<file path="src/shift_pkg.sv">
// Package of constants, types and register map for the shift unit.
// How it works
// - Register-count right shift, one cycle per position.
// - Immediate right shift, cycles equal literal count.
// - Immediate signed left shift, one cycle each.
// - Signed shifts keep the sign bit unchanged.
// - Byte right shift moves eight in one cycle.
// - Register-count signed right shift preserves sign bit.
// - Literal count is a four-bit field.
// - Right shifts flag discarded nonzero bits.
// - Immediate signed shifts update the overflow flag.
// - Operands come only from the working-register set.
// - Register-count left shift, cycles equal the low four bits of count.
package shift_pkg;

  localparam int DATA_W   = 16;
  localparam int REG_NUM  = 8;
  localparam int REG_AW   = 3;
  localparam int IMM_W    = 4;
  localparam int BYTE_SH  = 8;

  // Instruction opcodes, upper bits of the instruction word.
  localparam logic [9:0] OPC_SHL   = 10'h0ba; // 0010111010 -> bits 15:6
  localparam logic [9:0] OPC_SHLS  = 10'h0b8;
  localparam logic [9:0] OPC_SHR   = 10'h0b9;
  localparam logic [9:0] OPC_SHRS  = 10'h0b7;
  localparam logic [8:0] OPC_SHLI  = 9'h05a;  // bits 15:7
  localparam logic [8:0] OPC_SHLSI = 9'h058;
  localparam logic [8:0] OPC_SHRI  = 9'h059;
  localparam logic [8:0] OPC_SHRSI = 9'h04f;
  localparam logic [12:0] OPC_BYTE_RIGHT_SHIFT = 13'h05de; // bits 15:3

  // Instruction field positions.
  localparam int DST_LSB = 0;
  localparam int CNT_LSB = 3;
  localparam int IMM_LSB = 3;

  // APB register map (byte addresses).
  localparam logic [7:0] ADDR_INSTR  = 8'h00;
  localparam logic [7:0] ADDR_STATUS = 8'h04;
  localparam logic [7:0] ADDR_IRQ_ST = 8'h08;
  localparam logic [7:0] ADDR_IRQ_MK = 8'h0c;
  localparam logic [7:0] ADDR_REG0   = 8'h20;

  // Status and interrupt bit positions.
  localparam int ST_BUSY = 0;
  localparam int ST_SB   = 1;
  localparam int ST_OV   = 2;
  localparam int ST_PL   = 3;
  localparam int IRQ_DONE = 0;
  localparam int IRQ_OV   = 1;
  localparam int IRQ_PL   = 2;
  localparam int IRQ_REFUSED = 3;
  localparam int IRQ_W    = 4;

  localparam logic [DATA_W-1:0] REG_RESET = 16'h0000;

  typedef enum logic [2:0] {
    SH_LEFT, SH_LEFT_S, SH_RIGHT, SH_RIGHT_S, SH_BYTE
  } shift_mode_type;

  typedef struct packed {
    logic           valid;
    shift_mode_type mode;
    logic [2:0]     dst;
    logic [2:0]     cnt_reg;
    logic [3:0]     imm;
    logic           use_imm;
  } decoded_type;

  typedef struct packed {
    logic shifted_out;
    logic overflow;
    logic precision_loss;
  } flags_type;

endpackage

</file>
<file path="src/shift_step.sv">
`timescale 1ns/100ps
// One-position (or byte) shift step with its condition flags.
module shift_step (
  input  wire logic [15:0]                value_in,  // Operand before step.
  input  wire shift_pkg::shift_mode_type  mode,      // Shift variant.
  output logic      [15:0]                value_out, // Operand after step.
  output shift_pkg::flags_type            flags      // Flags raised by this step.
);

  // Compute one step; signed variants hold bit 15 in place.
  always_comb begin
    value_out = value_in;
    flags     = '0;
    case (mode)
      shift_pkg::SH_LEFT: begin
        value_out         = {value_in[14:0], 1'b0};
        flags.shifted_out = value_in[15];
        flags.overflow    = value_in[15];
      end
      shift_pkg::SH_LEFT_S: begin
        value_out         = {value_in[15], value_in[13:0], 1'b0};
        flags.shifted_out = value_in[14];
        // Overflow when the bit leaving differs from the held sign.
        flags.overflow    = value_in[14] ^ value_in[15];
      end
      shift_pkg::SH_RIGHT: begin
        value_out            = {1'b0, value_in[15:1]};
        flags.shifted_out    = value_in[0];
        flags.precision_loss = value_in[0];
      end
      shift_pkg::SH_RIGHT_S: begin
        value_out            = {value_in[15], value_in[15:1]};
        flags.shifted_out    = value_in[0];
        flags.precision_loss = value_in[0];
        flags.overflow       = value_in[0];
      end
      shift_pkg::SH_BYTE: begin
        value_out            = {8'h00, value_in[15:8]};
        flags.shifted_out    = value_in[7];
        flags.precision_loss = |value_in[7:0];
      end
      default: begin
        value_out = value_in;
      end
    endcase
  end

endmodule

</file>
<file path="src/shift_unit.sv">
`timescale 1ns/100ps
// Shift section of the microcore arithmetic unit with APB register access.
module shift_unit (
  input  wire logic        pclk,    // Core clock, 25 MHz.
  input  wire logic        presetn, // Asynchronous reset, active low.
  input  wire logic        psel,    // APB select.
  input  wire logic        penable, // APB enable.
  input  wire logic        pwrite,  // APB write.
  input  wire logic [7:0]  paddr,   // APB byte address.
  input  wire logic [31:0] pwdata,  // APB write data.
  output logic      [31:0] prdata,  // APB read data.
  output logic             pready,  // APB ready.
  output logic             pslverr, // APB error on unmapped address.
  output logic             busy,    // Shift in progress, single-cycle byte shifts included.
  output logic             irq      // Level interrupt.
);

  typedef enum logic [1:0] {IDLE, RUN, BYTE_DONE} state_type;

  logic [15:0]                arith_operand_set_q [shift_pkg::REG_NUM];
  state_type                  state_q;
  shift_pkg::decoded_type     op_q;
  logic [15:0]                work_q;
  logic [3:0]                 remain_q;
  shift_pkg::flags_type       flags_q;
  shift_pkg::flags_type       acc_d;
  logic [15:0]                step_out;
  shift_pkg::flags_type       step_flags;
  logic [shift_pkg::IRQ_W-1:0] irq_st_q;
  logic [shift_pkg::IRQ_W-1:0] irq_mk_q;
  logic [shift_pkg::IRQ_W-1:0] irq_set;
  shift_pkg::decoded_type     dec;
  logic                       wr_en;
  logic                       rd_en;
  logic                       issue;
  logic                       done_pulse;
  logic [15:0]                count_val;
  logic                       reg_hit;
  logic [2:0]                 reg_idx;

  // Decode a 16-bit instruction word into a shift operation.
  function automatic shift_pkg::decoded_type decode(input logic [15:0] ins);
    shift_pkg::decoded_type d;
    d = '0;
    d.dst = ins[shift_pkg::DST_LSB +: 3];
    d.cnt_reg = ins[shift_pkg::CNT_LSB +: 3];
    d.imm = ins[shift_pkg::IMM_LSB +: shift_pkg::IMM_W];
    if (ins[15:3] == shift_pkg::OPC_BYTE_RIGHT_SHIFT) begin
      d.valid = 1'b1;
      d.mode  = shift_pkg::SH_BYTE;
    end else if (ins[15:6] == shift_pkg::OPC_SHL) begin
      d.valid = 1'b1;
      d.mode  = shift_pkg::SH_LEFT;
    end else if (ins[15:6] == shift_pkg::OPC_SHLS) begin
      d.valid = 1'b1;
      d.mode  = shift_pkg::SH_LEFT_S;
    end else if (ins[15:6] == shift_pkg::OPC_SHR) begin
      d.valid = 1'b1;
      d.mode  = shift_pkg::SH_RIGHT;
    end else if (ins[15:6] == shift_pkg::OPC_SHRS) begin
      d.valid = 1'b1;
      d.mode  = shift_pkg::SH_RIGHT_S;
    end else if (ins[15:7] == shift_pkg::OPC_SHLI) begin
      d.valid   = 1'b1;
      d.use_imm = 1'b1;
      d.mode    = shift_pkg::SH_LEFT;
    end else if (ins[15:7] == shift_pkg::OPC_SHLSI) begin
      d.valid   = 1'b1;
      d.use_imm = 1'b1;
      d.mode    = shift_pkg::SH_LEFT_S;
    end else if (ins[15:7] == shift_pkg::OPC_SHRI) begin
      d.valid   = 1'b1;
      d.use_imm = 1'b1;
      d.mode    = shift_pkg::SH_RIGHT;
    end else if (ins[15:7] == shift_pkg::OPC_SHRSI) begin
      d.valid   = 1'b1;
      d.use_imm = 1'b1;
      d.mode    = shift_pkg::SH_RIGHT_S;
    end
    return d;
  endfunction

  // APB decode; every access completes with no wait state.
  assign pready   = 1'b1;
  assign wr_en    = psel & penable & pwrite;
  assign rd_en    = psel & penable & ~pwrite;
  assign reg_hit  = (paddr[7:5] == shift_pkg::ADDR_REG0[7:5]) && (paddr[1:0] == 2'b00);
  assign reg_idx  = paddr[4:2];
  assign dec      = decode(pwdata[15:0]);

  // Instructions arriving while busy are refused, as the unit would ignore them.
  assign issue     = wr_en && (paddr == shift_pkg::ADDR_INSTR) && dec.valid && (state_q == IDLE);
  assign count_val = dec.use_imm ? {12'h000, dec.imm} : arith_operand_set_q[dec.cnt_reg];

  shift_step u_step (
    .value_in  (work_q),
    .mode      (op_q.mode),
    .value_out (step_out),
    .flags     (step_flags)
  );

  // Overflow and precision-loss flags accumulate over the steps of one shift; shifted-out keeps the last step.
  assign acc_d.shifted_out    = step_flags.shifted_out;
  assign acc_d.overflow       = flags_q.overflow | step_flags.overflow;
  assign acc_d.precision_loss = flags_q.precision_loss | step_flags.precision_loss;

  // Shift sequencer: one position per clock, byte shift in one clock.
  always_ff @(posedge pclk or negedge presetn) begin
    if (!presetn) begin
      state_q  <= IDLE;
      op_q     <= '0;
      work_q   <= shift_pkg::REG_RESET;
      remain_q <= 4'h0;
      flags_q  <= '0;
    end else begin
      case (state_q)
        IDLE: begin
          if (issue) begin
            op_q    <= dec;
            work_q  <= arith_operand_set_q[dec.dst];
            flags_q <= '0;
            if (dec.mode == shift_pkg::SH_BYTE) begin
              remain_q <= 4'h1;
              state_q  <= BYTE_DONE;
            end else if (count_val[3:0] != 4'h0) begin
              // Counts above fifteen wrap to the low four bits, as the operand is 16 wide.
              remain_q <= count_val[3:0];
              state_q  <= RUN;
            end
          end
        end
        RUN: begin
          work_q   <= step_out;
          flags_q  <= acc_d;
          remain_q <= remain_q - 4'h1;
          if (remain_q == 4'h1) begin
            state_q <= IDLE;
          end
        end
        BYTE_DONE: begin
          state_q <= IDLE;
        end
        default: begin
          state_q <= IDLE;
        end
      endcase
    end
  end

  // Result write-back; the step and the register update share one cycle.
  assign done_pulse = ((state_q == RUN) && (remain_q == 4'h1)) || (state_q == BYTE_DONE);

  // Working registers; a shift result wins over a software write to the same cycle.
  always_ff @(posedge pclk or negedge presetn) begin
    if (!presetn) begin
      for (int i = 0; i < shift_pkg::REG_NUM; i++) begin
        arith_operand_set_q[i] <= shift_pkg::REG_RESET;
      end
    end else begin
      if (wr_en && reg_hit && (state_q == IDLE)) begin
        arith_operand_set_q[reg_idx] <= pwdata[15:0];
      end
      if (state_q == BYTE_DONE) begin
        arith_operand_set_q[op_q.dst] <= step_out;
      end else if (done_pulse) begin
        arith_operand_set_q[op_q.dst] <= step_out;
      end
    end
  end

  // Condition flags visible in status: zero count leaves them clear.
  shift_pkg::flags_type cond_q;
  always_ff @(posedge pclk or negedge presetn) begin
    if (!presetn) begin
      cond_q <= '0;
    end else if (issue) begin
      cond_q <= '0;
    end else if (state_q == BYTE_DONE) begin
      cond_q <= step_flags;
    end else if (done_pulse) begin
      cond_q <= acc_d;
    end
  end

  assign busy = (state_q != IDLE);

  // Interrupt events: completion, overflow, precision loss, refused issue.
  assign irq_set[shift_pkg::IRQ_DONE]    = done_pulse;
  assign irq_set[shift_pkg::IRQ_OV]      = done_pulse && ((state_q == BYTE_DONE) ? step_flags.overflow
                                                                                : acc_d.overflow);
  assign irq_set[shift_pkg::IRQ_PL]      = done_pulse && ((state_q == BYTE_DONE) ? step_flags.precision_loss
                                                                                : acc_d.precision_loss);
  assign irq_set[shift_pkg::IRQ_REFUSED] = wr_en && (paddr == shift_pkg::ADDR_INSTR) && (state_q != IDLE);

  // Sticky status, write one to clear; a new event wins over the clear.
  always_ff @(posedge pclk or negedge presetn) begin
    if (!presetn) begin
      irq_st_q <= '0;
    end else begin
      for (int i = 0; i < shift_pkg::IRQ_W; i++) begin
        if (irq_set[i]) begin
          irq_st_q[i] <= 1'b1;
        end else if (wr_en && (paddr == shift_pkg::ADDR_IRQ_ST) && pwdata[i]) begin
          irq_st_q[i] <= 1'b0;
        end
      end
    end
  end

  // Interrupt mask register.
  always_ff @(posedge pclk or negedge presetn) begin
    if (!presetn) begin
      irq_mk_q <= '0;
    end else if (wr_en && (paddr == shift_pkg::ADDR_IRQ_MK)) begin
      irq_mk_q <= pwdata[shift_pkg::IRQ_W-1:0];
    end
  end

  assign irq = |(irq_st_q & irq_mk_q);

  // Read mux; data is registered only in the sense of coming from registers.
  always_comb begin
    prdata  = 32'h0000_0000;
    pslverr = 1'b0;
    if (psel && penable) begin
      if (reg_hit) begin
        prdata = {16'h0000, arith_operand_set_q[reg_idx]};
      end else begin
        case (paddr)
          shift_pkg::ADDR_INSTR:  prdata = {16'h0000, 9'h000, op_q.use_imm, op_q.imm, 2'b00};
          shift_pkg::ADDR_STATUS: prdata = {28'h0000000, cond_q.precision_loss, cond_q.overflow,
                                            cond_q.shifted_out, busy};
          shift_pkg::ADDR_IRQ_ST: prdata = {28'h0000000, irq_st_q};
          shift_pkg::ADDR_IRQ_MK: prdata = {28'h0000000, irq_mk_q};
          default:                pslverr = 1'b1;
        endcase
      end
    end
  end

endmodule

</file>
<file path="config.mk">
export PLATFORM = sky130hd
export DESIGN_NAME = shift_unit
export DESIGN_NICKNAME = d
export VERILOG_FILES = /design/src/shift_pkg.sv /design/src/shift_step.sv /design/src/shift_unit.sv
export SDC_FILE = /design/constraint.sdc
export NUM_CORES = 1
export LEC_CHECK = 0
export ABC_CLOCK_PERIOD_IN_PS = 6900
export CAP_MARGIN = 40
export CORE_MARGIN = 3
export CORE_UTILIZATION = 49
export CTS_CLUSTER_SIZE = 16
export DETAILED_ROUTE_END_ITERATION = 6
export DONT_BUFFER_PORTS = 1
export HOLD_SLACK_MARGIN = 0.15
export PLACE_DENSITY_LB_ADDON = 0.15
export SYNTH_ARGS = -nofsm -noshare
export SYNTH_HDL_FRONTEND = slang
export SYNTH_SLANG_ARGS = --single-unit
</file>
<file path="constraint.sdc">
create_clock -name pclk -period 6.9 [get_ports pclk]
set_input_delay 1.38 -clock pclk [delete_from_list [all_inputs] [get_ports pclk]]
set_output_delay 1.38 -clock pclk [all_outputs]
set_load 0.02 [all_outputs]
</file>
==> results of run 1 <==
-- cells by family (layout without fill, tap and decap cells) --
group	count (synthesis)	in the layout
compound gates	198	198
flops	174	174
fa+ha+maj	2	2
mux	313	313
buf+inv	128	61
other cells	2	17
xor+xnor	1	1
simple gates	252	252
-- stage by stage --
stage / util [%] / hold slack, ps
global route: 53.54 / 519.6
detailed placement: 50.60 / 458.4
global placement: 50.48 / 451.5
finish: 53.54 / 474.5
floorplan: - / 434.1
CTS: 53.54 / 479.7
-- power breakdown --
part           total (W)  switching (W)  internal (W)  leakage (nW)
sequential       0.00105      0.0000141       0.00103          1.99
combinational  0.0000937      0.0000387     0.0000550          2.23
clock            0.00112       0.000462      0.000657         0.325
-- worst min-delay path by stage --
stage	startpoint	end	slack (ps)	cells after the start
floorplan	op_q[1]	op_q[1]	430	2
global placement	op_q[1]	op_q[1]	450	2
detailed placement	op_q[2]	op_q[2]	460	2
CTS	op_q[1]	op_q[1]	480	2
global route	op_q[4]	op_q[4]	520	2
finish	op_q[2]	op_q[2]	470	2
-- worst max-delay path, cell delays in order --
cell and delay (ps):
nor4_4 360, and2_2 240, nand3_1 320, o21ai_0 660
-- state kept, by name, summed over array words and instances, names as in the netlist --
signal / count
arith_operand_set_q: 128
work_q: 16
op_q: 11
irq_mk_q: 4
irq_st_q: 4
remain_q: 4
cond_q: 3
flags_q: 2
state_q: 2
-- metal layers --
metal / vias to the layer above / GRT usage [%]
met5: - / 0
met4: 0 / 7.242
met3: 48 / 4.422
met2: 293 / 43.52
met1: 4305 / 37.82
li1: 3780 / -
-- synthesized netlist by cell type (all sizes together) (3+ instances only) --
cell      n
nor3      9
o22a      3
and4b     3
o21a     15
a21o     12
nand2   126
mux2i   232
a21boi    3
or3       4
a22oi     5
mux2      8
a21oi    14
clkbuf   62
and2      6
nand2b   25
dfrtp   174
o211ai   15
mux4     73
inv       9
a211oi    4
nor2b     4
nor4      7
nor2     42
o221ai    8
nand3    13
o22ai    17
o21bai    4
buf      57
o21ai    87
-- final cells by class --
cell class / count / area [µm²]
Clock inverter: 15 / 246.5
Clock buffer: 17 / 425.4
Timing Repair Buffer: 20 / 161.4
Multi-Input combinational cell: 783 / 6619
Tap cell: 313 / 391.6
Sequential cell: 174 / 4354
Fill cell: 2034 / 10620
Inverter: 9 / 33.78
==> impl_metrics.ini, run 1 <==
[critical_path]
crit_type = in2out
r2r_start = state_q[1]
cp-start-kind = input pin
startpoint = paddr[7]
setup.worst_path.end_class = output pin
r2r_cells = 7
reg2reg_slack_ps = 3910
required_ps = 5520
path_max_fanout = 6
crit_end = prdata[4]
arrival_ps = 2960
reg2reg_to = arith_operand_set_q[28]

[placement]
dpl.hpwl_mm = 20.46
dpl.cell_count = 1299
dpl_cell_area_um2 = 11560
place_congestion = 0.9082
portBuffers = 0
place_ws_ps = 2543

[yosys]
yosysWarnings = 0
postSynthAreaPerCell_um2 = 10.77
synth_cell_type_count = 60
synth_top_area_share_pct = 37.78
synth-edff-count = 0
yosys_register_bits = 174
synth_xor_area_share_pct = 0.07600
synth_top_family_by_area = multiplexers
synth_area_leaders = dfrtp_1, mux2i_1, mux4_2
synth_compound_area_share_pct = 10.76
synth_cells = 1070
synthMuxAreaShare_pct = 35.20
seq_area_frac_synth_pct = 37.78
synth_simple_gate_area_share_pct = 10.39
synth_fa_ha_area_share_pct = 0.2171
synth_flop_cell = dfrtp_1
synth_area_um2 = 11520
synthArstFlopShare_pct = 100.0
yosys.area.top_type = dfrtp_1

[clock_network]
post_cts_buffers = 0
ctsResizeCount = 0
worst_skew_pair.late_latency_ps = 450
cts_hold_buf = 0
cts_sinks = 174
cts.clk_slew.worst_paths_ps = 70
cts_max_path_buffers = 2
numCtsBuffers = 17
cts_tree = yes
root_buffer = clkbuf_16
htree_levels = 4

[detailed_routing]
wl_per_cell_um = 25.13
drt-met1-wl_mm = 14.60
drtIter0Drc = 847
met2_length_mm = 15.97
viasPerCell = 6.331
drc = 0
wl_mm = 33.45
top_layer = met4
num_vias = 8426
met3_length_mm = 2.139
first_pass_iters = 5
antenna_left = 0

[floorplan]
initial_utilization_pct = 50.44
die_x_um = 159.4
io_pins = 81
design.core.area_um2 = 22850
dieHeight_um = 159.4
rows = 55
dieArea_um2 = 25400

[pwr]
power.leakage_nw = 4.544
p_total_w = 0.002261
power_density_nw_per_um2 = 184.9
ir_worst_vdd_mv = 0.1285

[cells_and_area]
final_cell_mix = mux2i_1, dfrtp_1, nand2_1, o21ai_0, mux4_2
area_growth_syn_to_layout_pct = 6.134
drive_gt1_share_pct = 15.42
antenna_cells = 0
fin_nets = 1052
final_cells = 1331
layout_commonest_cell = mux2i_1
design_area_um2 = 12230

[sta]
finalSetupViolCount = 0
hold_viol_final = 0
rsz0062_at_grt = no
worstMarginPinSlew_ps = 924.3
fin_crit_ps = 4339
final.period_utilization_pct = 62.88
fmax_mhz = 230.5
final.setup.worst_slack_ps = 2562
tns_ps = 0
clock_skew_ps = 20.24
drv_slew = 0
max_slew_margin_pct = 38.38

[global_routing]
antenna_found_initial = 0
gr-usage-all-layers_pct = 26.87
grt_max_degree = 175
grt_first_pass_wirelength_mm = 52.14
overflow = 0
grt_pass1_vias = 8445

[status]
status = complete, no violations

[run]
drv_cap = 0

[hold_path]
min_path_type = reg2reg
Power figures use the tool's default switching activity.
==> run 2: changes to the inputs <==
--- a/config.mk
+++ b/config.mk
@@ -5,7 +5,7 @@
 export SDC_FILE = /design/constraint.sdc
 export NUM_CORES = 1
 export LEC_CHECK = 0
-export ABC_CLOCK_PERIOD_IN_PS = 6900
+export ABC_CLOCK_PERIOD_IN_PS = 3800
 export CAP_MARGIN = 40
 export CORE_MARGIN = 3
 export CORE_UTILIZATION = 49
==> constraint.sdc (replaced) <==
create_clock -name pclk -period 3.8 [get_ports pclk]
set_input_delay 0.76 -clock pclk [delete_from_list [all_inputs] [get_ports pclk]]
set_output_delay 0.76 -clock pclk [all_outputs]
set_load 0.02 [all_outputs]
==> run 2 against run 1 <==
  * Non-clock buffer count up 23
  * Largest power group is now sequential cells
  * Combinational power up 80%
  * Die area unchanged
  * Sequential power up 82%
  * Total power up 71%
==> impl_metrics.ini, run 2 (synthesis results as in run 1) <==
[sta]
final.setup.worst_slack_ps = 740.6
hold_viol_final = 0
rsz0062_at_grt = no
drv_slew = 0
worstMarginPinSlew_ps = 941.7
final.period_utilization_pct = 80.51
fin_crit_ps = 3059
fmax_mhz = 326.9
clock_skew_ps = 14.02
finalSetupViolCount = 0
tns_ps = 0
max_slew_margin_pct = 37.22
timing.hold.ws_ps = 23.53

[clock_network]
root_buffer = clkbuf_16
htree_levels = 4
ctsResizeCount = 0
numCtsBuffers = 17
worst_skew_pair.late_latency_ps = 430
cts_sinks = 174
cts_tree = yes
post_cts_buffers = 0
cts.clk_slew.worst_paths_ps = 70
cts_max_path_buffers = 2

[cells_and_area]
largest_reg_flops = 128
final_cell_mix = mux2i_1, dfrtp_1, nand2_1, o21ai_0, mux4_2
area_growth_syn_to_layout_pct = 6.850
largest-register = arith_operand_set_q
fin_nets = 1075
top_regs = arith_operand_set_q: 128 flops, work_q: 16 flops, op_q: 11 flops
antenna_cells = 0
drive_gt1_share_pct = 17.10
fillers = 2042
final_cells = 1354
layout_commonest_cell = mux2i_1

[placement]
place_ws_ps = 709.7
place_congestion = 0.8519
portBuffers = 0
dpl.hpwl_mm = 21.03
dpl.cell_count = 1322

[pwr]
power_density_nw_per_um2 = 314.4
ir_worst_vdd_mv = 0.2502
power.leakage_nw = 4.622

[floorplan]
dieHeight_um = 159.4
dieArea_um2 = 25400
rows = 55
design.core.area_um2 = 22850
io_pins = 81
die_x_um = 159.4
initial_utilization_pct = 50.44

[critical_path]
arrival_ps = 2300
critical-path-max-stage-delay_ps = 360
cpMostUsedCell = buf_4
crit_buf_inv = 2
worstPathCellList = nor4_4, and2_2, nand3_1, buf_4, nor2_1, buf_4
critical-path-slowest-cell = nor4_4
path_max_fanout = 10
required_ps = 3040
cp-start-kind = input pin
crit_family = simple AND/OR/NAND/NOR gates
crit_type = in2out
setup.worst_path.end_class = output pin

[detailed_routing]
wl_mm = 33.18
viasPerCell = 6.283
wl_per_cell_um = 24.51
first_pass_iters = 5
drc = 0
antenna_left = 0
drtIter0Drc = 699
num_vias = 8507

[status]
status = complete, no violations

[run]
drv_cap = 0

[global_routing]
gr-usage-all-layers_pct = 26.52
grt_first_pass_wirelength_mm = 51.53
grt_pass1_vias = 8361
overflow = 0
grt_max_degree = 175
antenna_found_initial = 0

[hold_path]
min_path_type = in2async
run 2: area by class of cell:
class | count | area (µm²) | area share, %
timing repair buffer | 43 | 322.8 | 2.621
inverter | 9 | 33.78 | 0.2743
clock inverter | 11 | 132.6 | 1.077
tap | 313 | 391.6 | 3.180
sequential | 174 | 4354 | 35.36
multi-input combinational | 783 | 6619 | 53.75
clock buffer | 21 | 460.4 | 3.739
run 2: worst paths after layout:
path	start	end	slack [ps]	depth (start not counted)
min in group pclk	paddr[3]	irq_st_q[3]	420	1
worst min register to register	op_q[2]	op_q[2]	470	2
worst min-delay path	presetn	cond_q[1]	20	0
worst max-delay path	paddr[7]	prdata[7]	740	6
worst max register to register	state_q[1]	arith_operand_set_q[121]	990	7
max in group asynchronous	presetn	arith_operand_set_q[57]	3540	0
run 2: worst register-to-register path: cells and delay by family, from the launching register on:
kind / cells / cell delay (ps)
buffers and inverters: 2 / 580
DFF: 1 / 420
muxes: 2 / 280
and+or+nand+nor: 3 / 1370
run 2: power by group:
group	switching [W]	internal (W)	total [W]	leakage [nW]
logic	0.0000689	0.000100	0.000169	2.35
clock network	0.000783	0.00101	0.00180	0.284
registers	0.0000266	0.00188	0.00191	1.99
total	0.000879	0.00299	0.00387	4.62
run 2: per-stage QoR:
step	utilization, %	total power (W)	cell area (µm²)
finish	53.90	0.003871	12310
global route	53.90	0.003999	12310
CTS	53.90	0.003890	12310
detailed placement	51.30	0.002109	11720
global placement	51.27	0.002106	11710
floorplan	-	0.002162	11580
run 2: per-layer routing:
metal / vias to the layer above / global-route usage [%] / share of wire (%)
li1: 3822 / - / -
met1: 4367 / 37.07 / 44
met2: 269 / 43.21 / 48
met3: 49 / 4.136 / 5.6
met4: 0 / 7.561 / 2.1
met5: - / 0 / 0
==> run 3: changes to the inputs <==
--- a/config.mk
+++ b/config.mk
@@ -5,7 +5,8 @@
 export SDC_FILE = /design/constraint.sdc
 export NUM_CORES = 1
 export LEC_CHECK = 0
-export ABC_CLOCK_PERIOD_IN_PS = 3800
+export ABC_AREA = 1
+export ABC_CLOCK_PERIOD_IN_PS = 2500
 export CAP_MARGIN = 40
 export CORE_MARGIN = 3
 export CORE_UTILIZATION = 49
==> constraint.sdc (replaced) <==
create_clock -name pclk -period 2.5 [get_ports pclk]
set_input_delay 0.5 -clock pclk [delete_from_list [all_inputs] [get_ports pclk]]
set_output_delay 0.5 -clock pclk [all_outputs]
set_load 0.02 [all_outputs]
==> run 3 against run 2 <==
  * The run now ends with negative hold slack left
  * Die area is 1.4% lower
  * Hold slack worse by 280 ps
  * Clock power grew 49%
  * Synthesized cell count is 47% higher
  * Sequential share of layout area down 0.68 points
  * Combinational power increased to 3.0 times the previous value
  * Critical path depth up 3
  * Clock skew down 2.2 ps
  * Register-to-register slack worse by 650 ps
  * Largest power group unchanged
==> impl_metrics.ini, run 3 <==
[floorplan]
dieHeight_um = 158.3
die_x_um = 158.3
design.core.area_um2 = 22710
initial_utilization_pct = 50.02
rows = 55
io_pins = 81
dieArea_um2 = 25050

[critical_path]
path_max_fanout = 13
r2r_cells = 9
reg2reg_slack_ps = 340
crit_end = prdata[13]
required_ps = 2000
startpoint = paddr[3]
setup.worst_path.end_class = output pin
arrival_ps = 1930
crit_type = in2out
reg2reg_to = arith_operand_set_q[99]
cp-start-kind = input pin
r2r_start = state_q[1]

[yosys]
synth_cell_type_count = 48
synth_area_um2 = 11360
ys_top_cells_by_count = nand2_1, o21ai_0, dfrtp_1
synth-edff-count = 0
synth_flop_cell = dfrtp_1
synth_top_area_share_pct = 38.33
yosys.area.top_type = dfrtp_1
synth_area_leaders = dfrtp_1, nand2_1, o21ai_0
yosysWarnings = 0
seq_area_frac_synth_pct = 38.33
synthArstFlopShare_pct = 100.0
synth_cells = 1572
yosys.cell_count.top_type = nand2_1
yosys_register_bits = 174
postSynthAreaPerCell_um2 = 7.226

[cells_and_area]
drive_gt1_share_pct = 10.90
top_regs = arith_operand_set_q: 128 flops, work_q: 16 flops, op_q: 11 flops
area_growth_syn_to_layout_pct = 10.53
largest_reg_flops = 128
fin_nets = 1622
antenna_cells = 0
largest-register = arith_operand_set_q
layout_commonest_cell = nand2_1
final_cell_mix = nand2_1, o21ai_0, dfrtp_1, inv_1, o211ai_1
fillers = 2163

[pwr]
p_total_w = 0.006060
power.leakage_nw = 5.335
pwr-share-comb_pct = 8.4
netSwitchingPower_w = 0.001630
power_density_nw_per_um2 = 482.6
ir_worst_vdd_mv = 0.4133
swShare_pct = 26.90
seqPwrFrac_pct = 47.2
clkPwrFrac_pct = 44.5
p_int_w = 0.004430

[clock_network]
worst_skew_pair.late_latency_ps = 450
cts_max_path_buffers = 2
htree_levels = 4
cts.clk_slew.worst_paths_ps = 70
root_buffer = clkbuf_16
cts_tree = yes
post_cts_buffers = 0
ctsResizeCount = 0
cts_sinks = 174
numCtsBuffers = 17

[status]
status = finished with violations
violations = negative hold slack

[detailed_routing]
wl_mm = 41.69
antenna_left = 0
viasPerCell = 6.330
wl_per_cell_um = 22.27
drc = 0
first_pass_iters = 6
num_vias = 11850
drtIter0Drc = 1553

[sta]
tns_ps = 0
finalSetupViolCount = 0
final.period_utilization_pct = 97.38
hold_viol_final = 174
worstMarginPinSlew_ps = 627.9
rsz0062_at_grt = no
timing.hold.ws_ps = -258.6
fmax_mhz = 410.8
clock_skew_ps = 11.83
fin_crit_ps = 2434
max_slew_margin_pct = 58.10
drv_slew = 0

[placement]
place_congestion = 0.9401
dpl.hpwl_mm = 27.50
portBuffers = 0

[global_routing]
antenna_found_initial = 0
overflow = 0
grt_pass1_vias = 11060
grt_max_degree = 175
gr-usage-all-layers_pct = 33.91
grt_first_pass_wirelength_mm = 64.72

[run]
drv_cap = 0

[hold_path]
min_path_type = in2async
==> run 3: cell types whose count changed after synthesis, moves of 55 or more <==
| cell | change |
|---|---|
| o211ai_1 | +121 |
| mux2i_1 | -230 |
| inv_1 | +131 |
| mux4_2 | -73 |
| o21ai_0 | +159 |
| nor2_1 | +55 |
| nand2_1 | +218 |
==> run 3: cells by family after synthesis <==
logic type                 share of synthesized area, %
and+or+nand+nor                                   19.37
other                                           0.06611
DFF                                               38.33
muxes                                            0.1762
xor gates and xnor gates                         0.1542
buffers and inverters                             10.56
AOI/OAI and AO/OA                                 31.12
adders and majority gates                        0.2203
==> run 3: worst max-delay path: stages <==
cell,delay [ps]
inv_1,40
nand2_1,80
clkinv_1,310
buf_12,280
a22oi_1,140
nand2_1,90
o21ai_0,160
a41oi_1,110
buf_4,220
==> run 3: layer usage <==
| metal | up-vias | share of wire (%) | GRT usage, % |
|---|---|---|---|
| met2 | 768 | 45 | 52.37 |
| li1 | 5408 | - | - |
| met1 | 5562 | 40 | 46.61 |
| met5 | - | 0 | 0 |
| met4 | 0 | 4.1 | 14.38 |
| met3 | 112 | 11 | 6.904 |
==> run 3: layout make-up <==
type | instances | area, µm² | share of cell area (%)
Multi-Input combinational cell | 1132 | 5886 | 46.88
Sequential cell | 174 | 4354 | 34.68
Timing Repair Buffer | 93 | 798.3 | 6.358
Inverter | 157 | 589.3 | 4.694
Clock buffer | 19 | 442.9 | 3.528
Tap cell | 285 | 356.6 | 2.840
Clock inverter | 12 | 128.9 | 1.026
==> run 3: power by group through the flow <==
stage,clock (W),sequential (W),combinational (W)
2_1_floorplan,0,0.00291,0.000374
3_3_place_gp,0,0.00291,0.000485
3_5_place_dp,0,0.00291,0.000490
4_1_cts,0.00272,0.00286,0.000492
5_1_grt,0.00284,0.00286,0.000547
6_report,0.00269,0.00286,0.000507
==> run 3: how the worst min path moves through the flow <==
stage | from | endpoint | cells after the start
after CTS | presetn | arith_operand_set_q[32] | 0
after global routing | presetn | arith_operand_set_q[16] | 0
after floorplan | presetn | arith_operand_set_q[0] | 0
final | presetn | arith_operand_set_q[32] | 0
after global placement | presetn | arith_operand_set_q[32] | 0
after detailed placement | presetn | arith_operand_set_q[32] | 0
==> run 3: metrics by stage <==
stage / worst slack, ps / hold slack, ps / util, % / area, µm² / cells
finish: 65.56 / -258.6 / 55.29 / 12560 / 1872
global route: 31.75 / -278.4 / 55.29 / 12560 / 1872
CTS: 117.5 / -263.3 / 55.29 / 12560 / 1872
detailed placement: 141.0 / 212.0 / 52.77 / 11980 / 1841
global placement: 161.1 / 211.6 / 52.77 / 11980 / 1841
floorplan: 0.2056 / 204.4 / - / 11440 / 1587
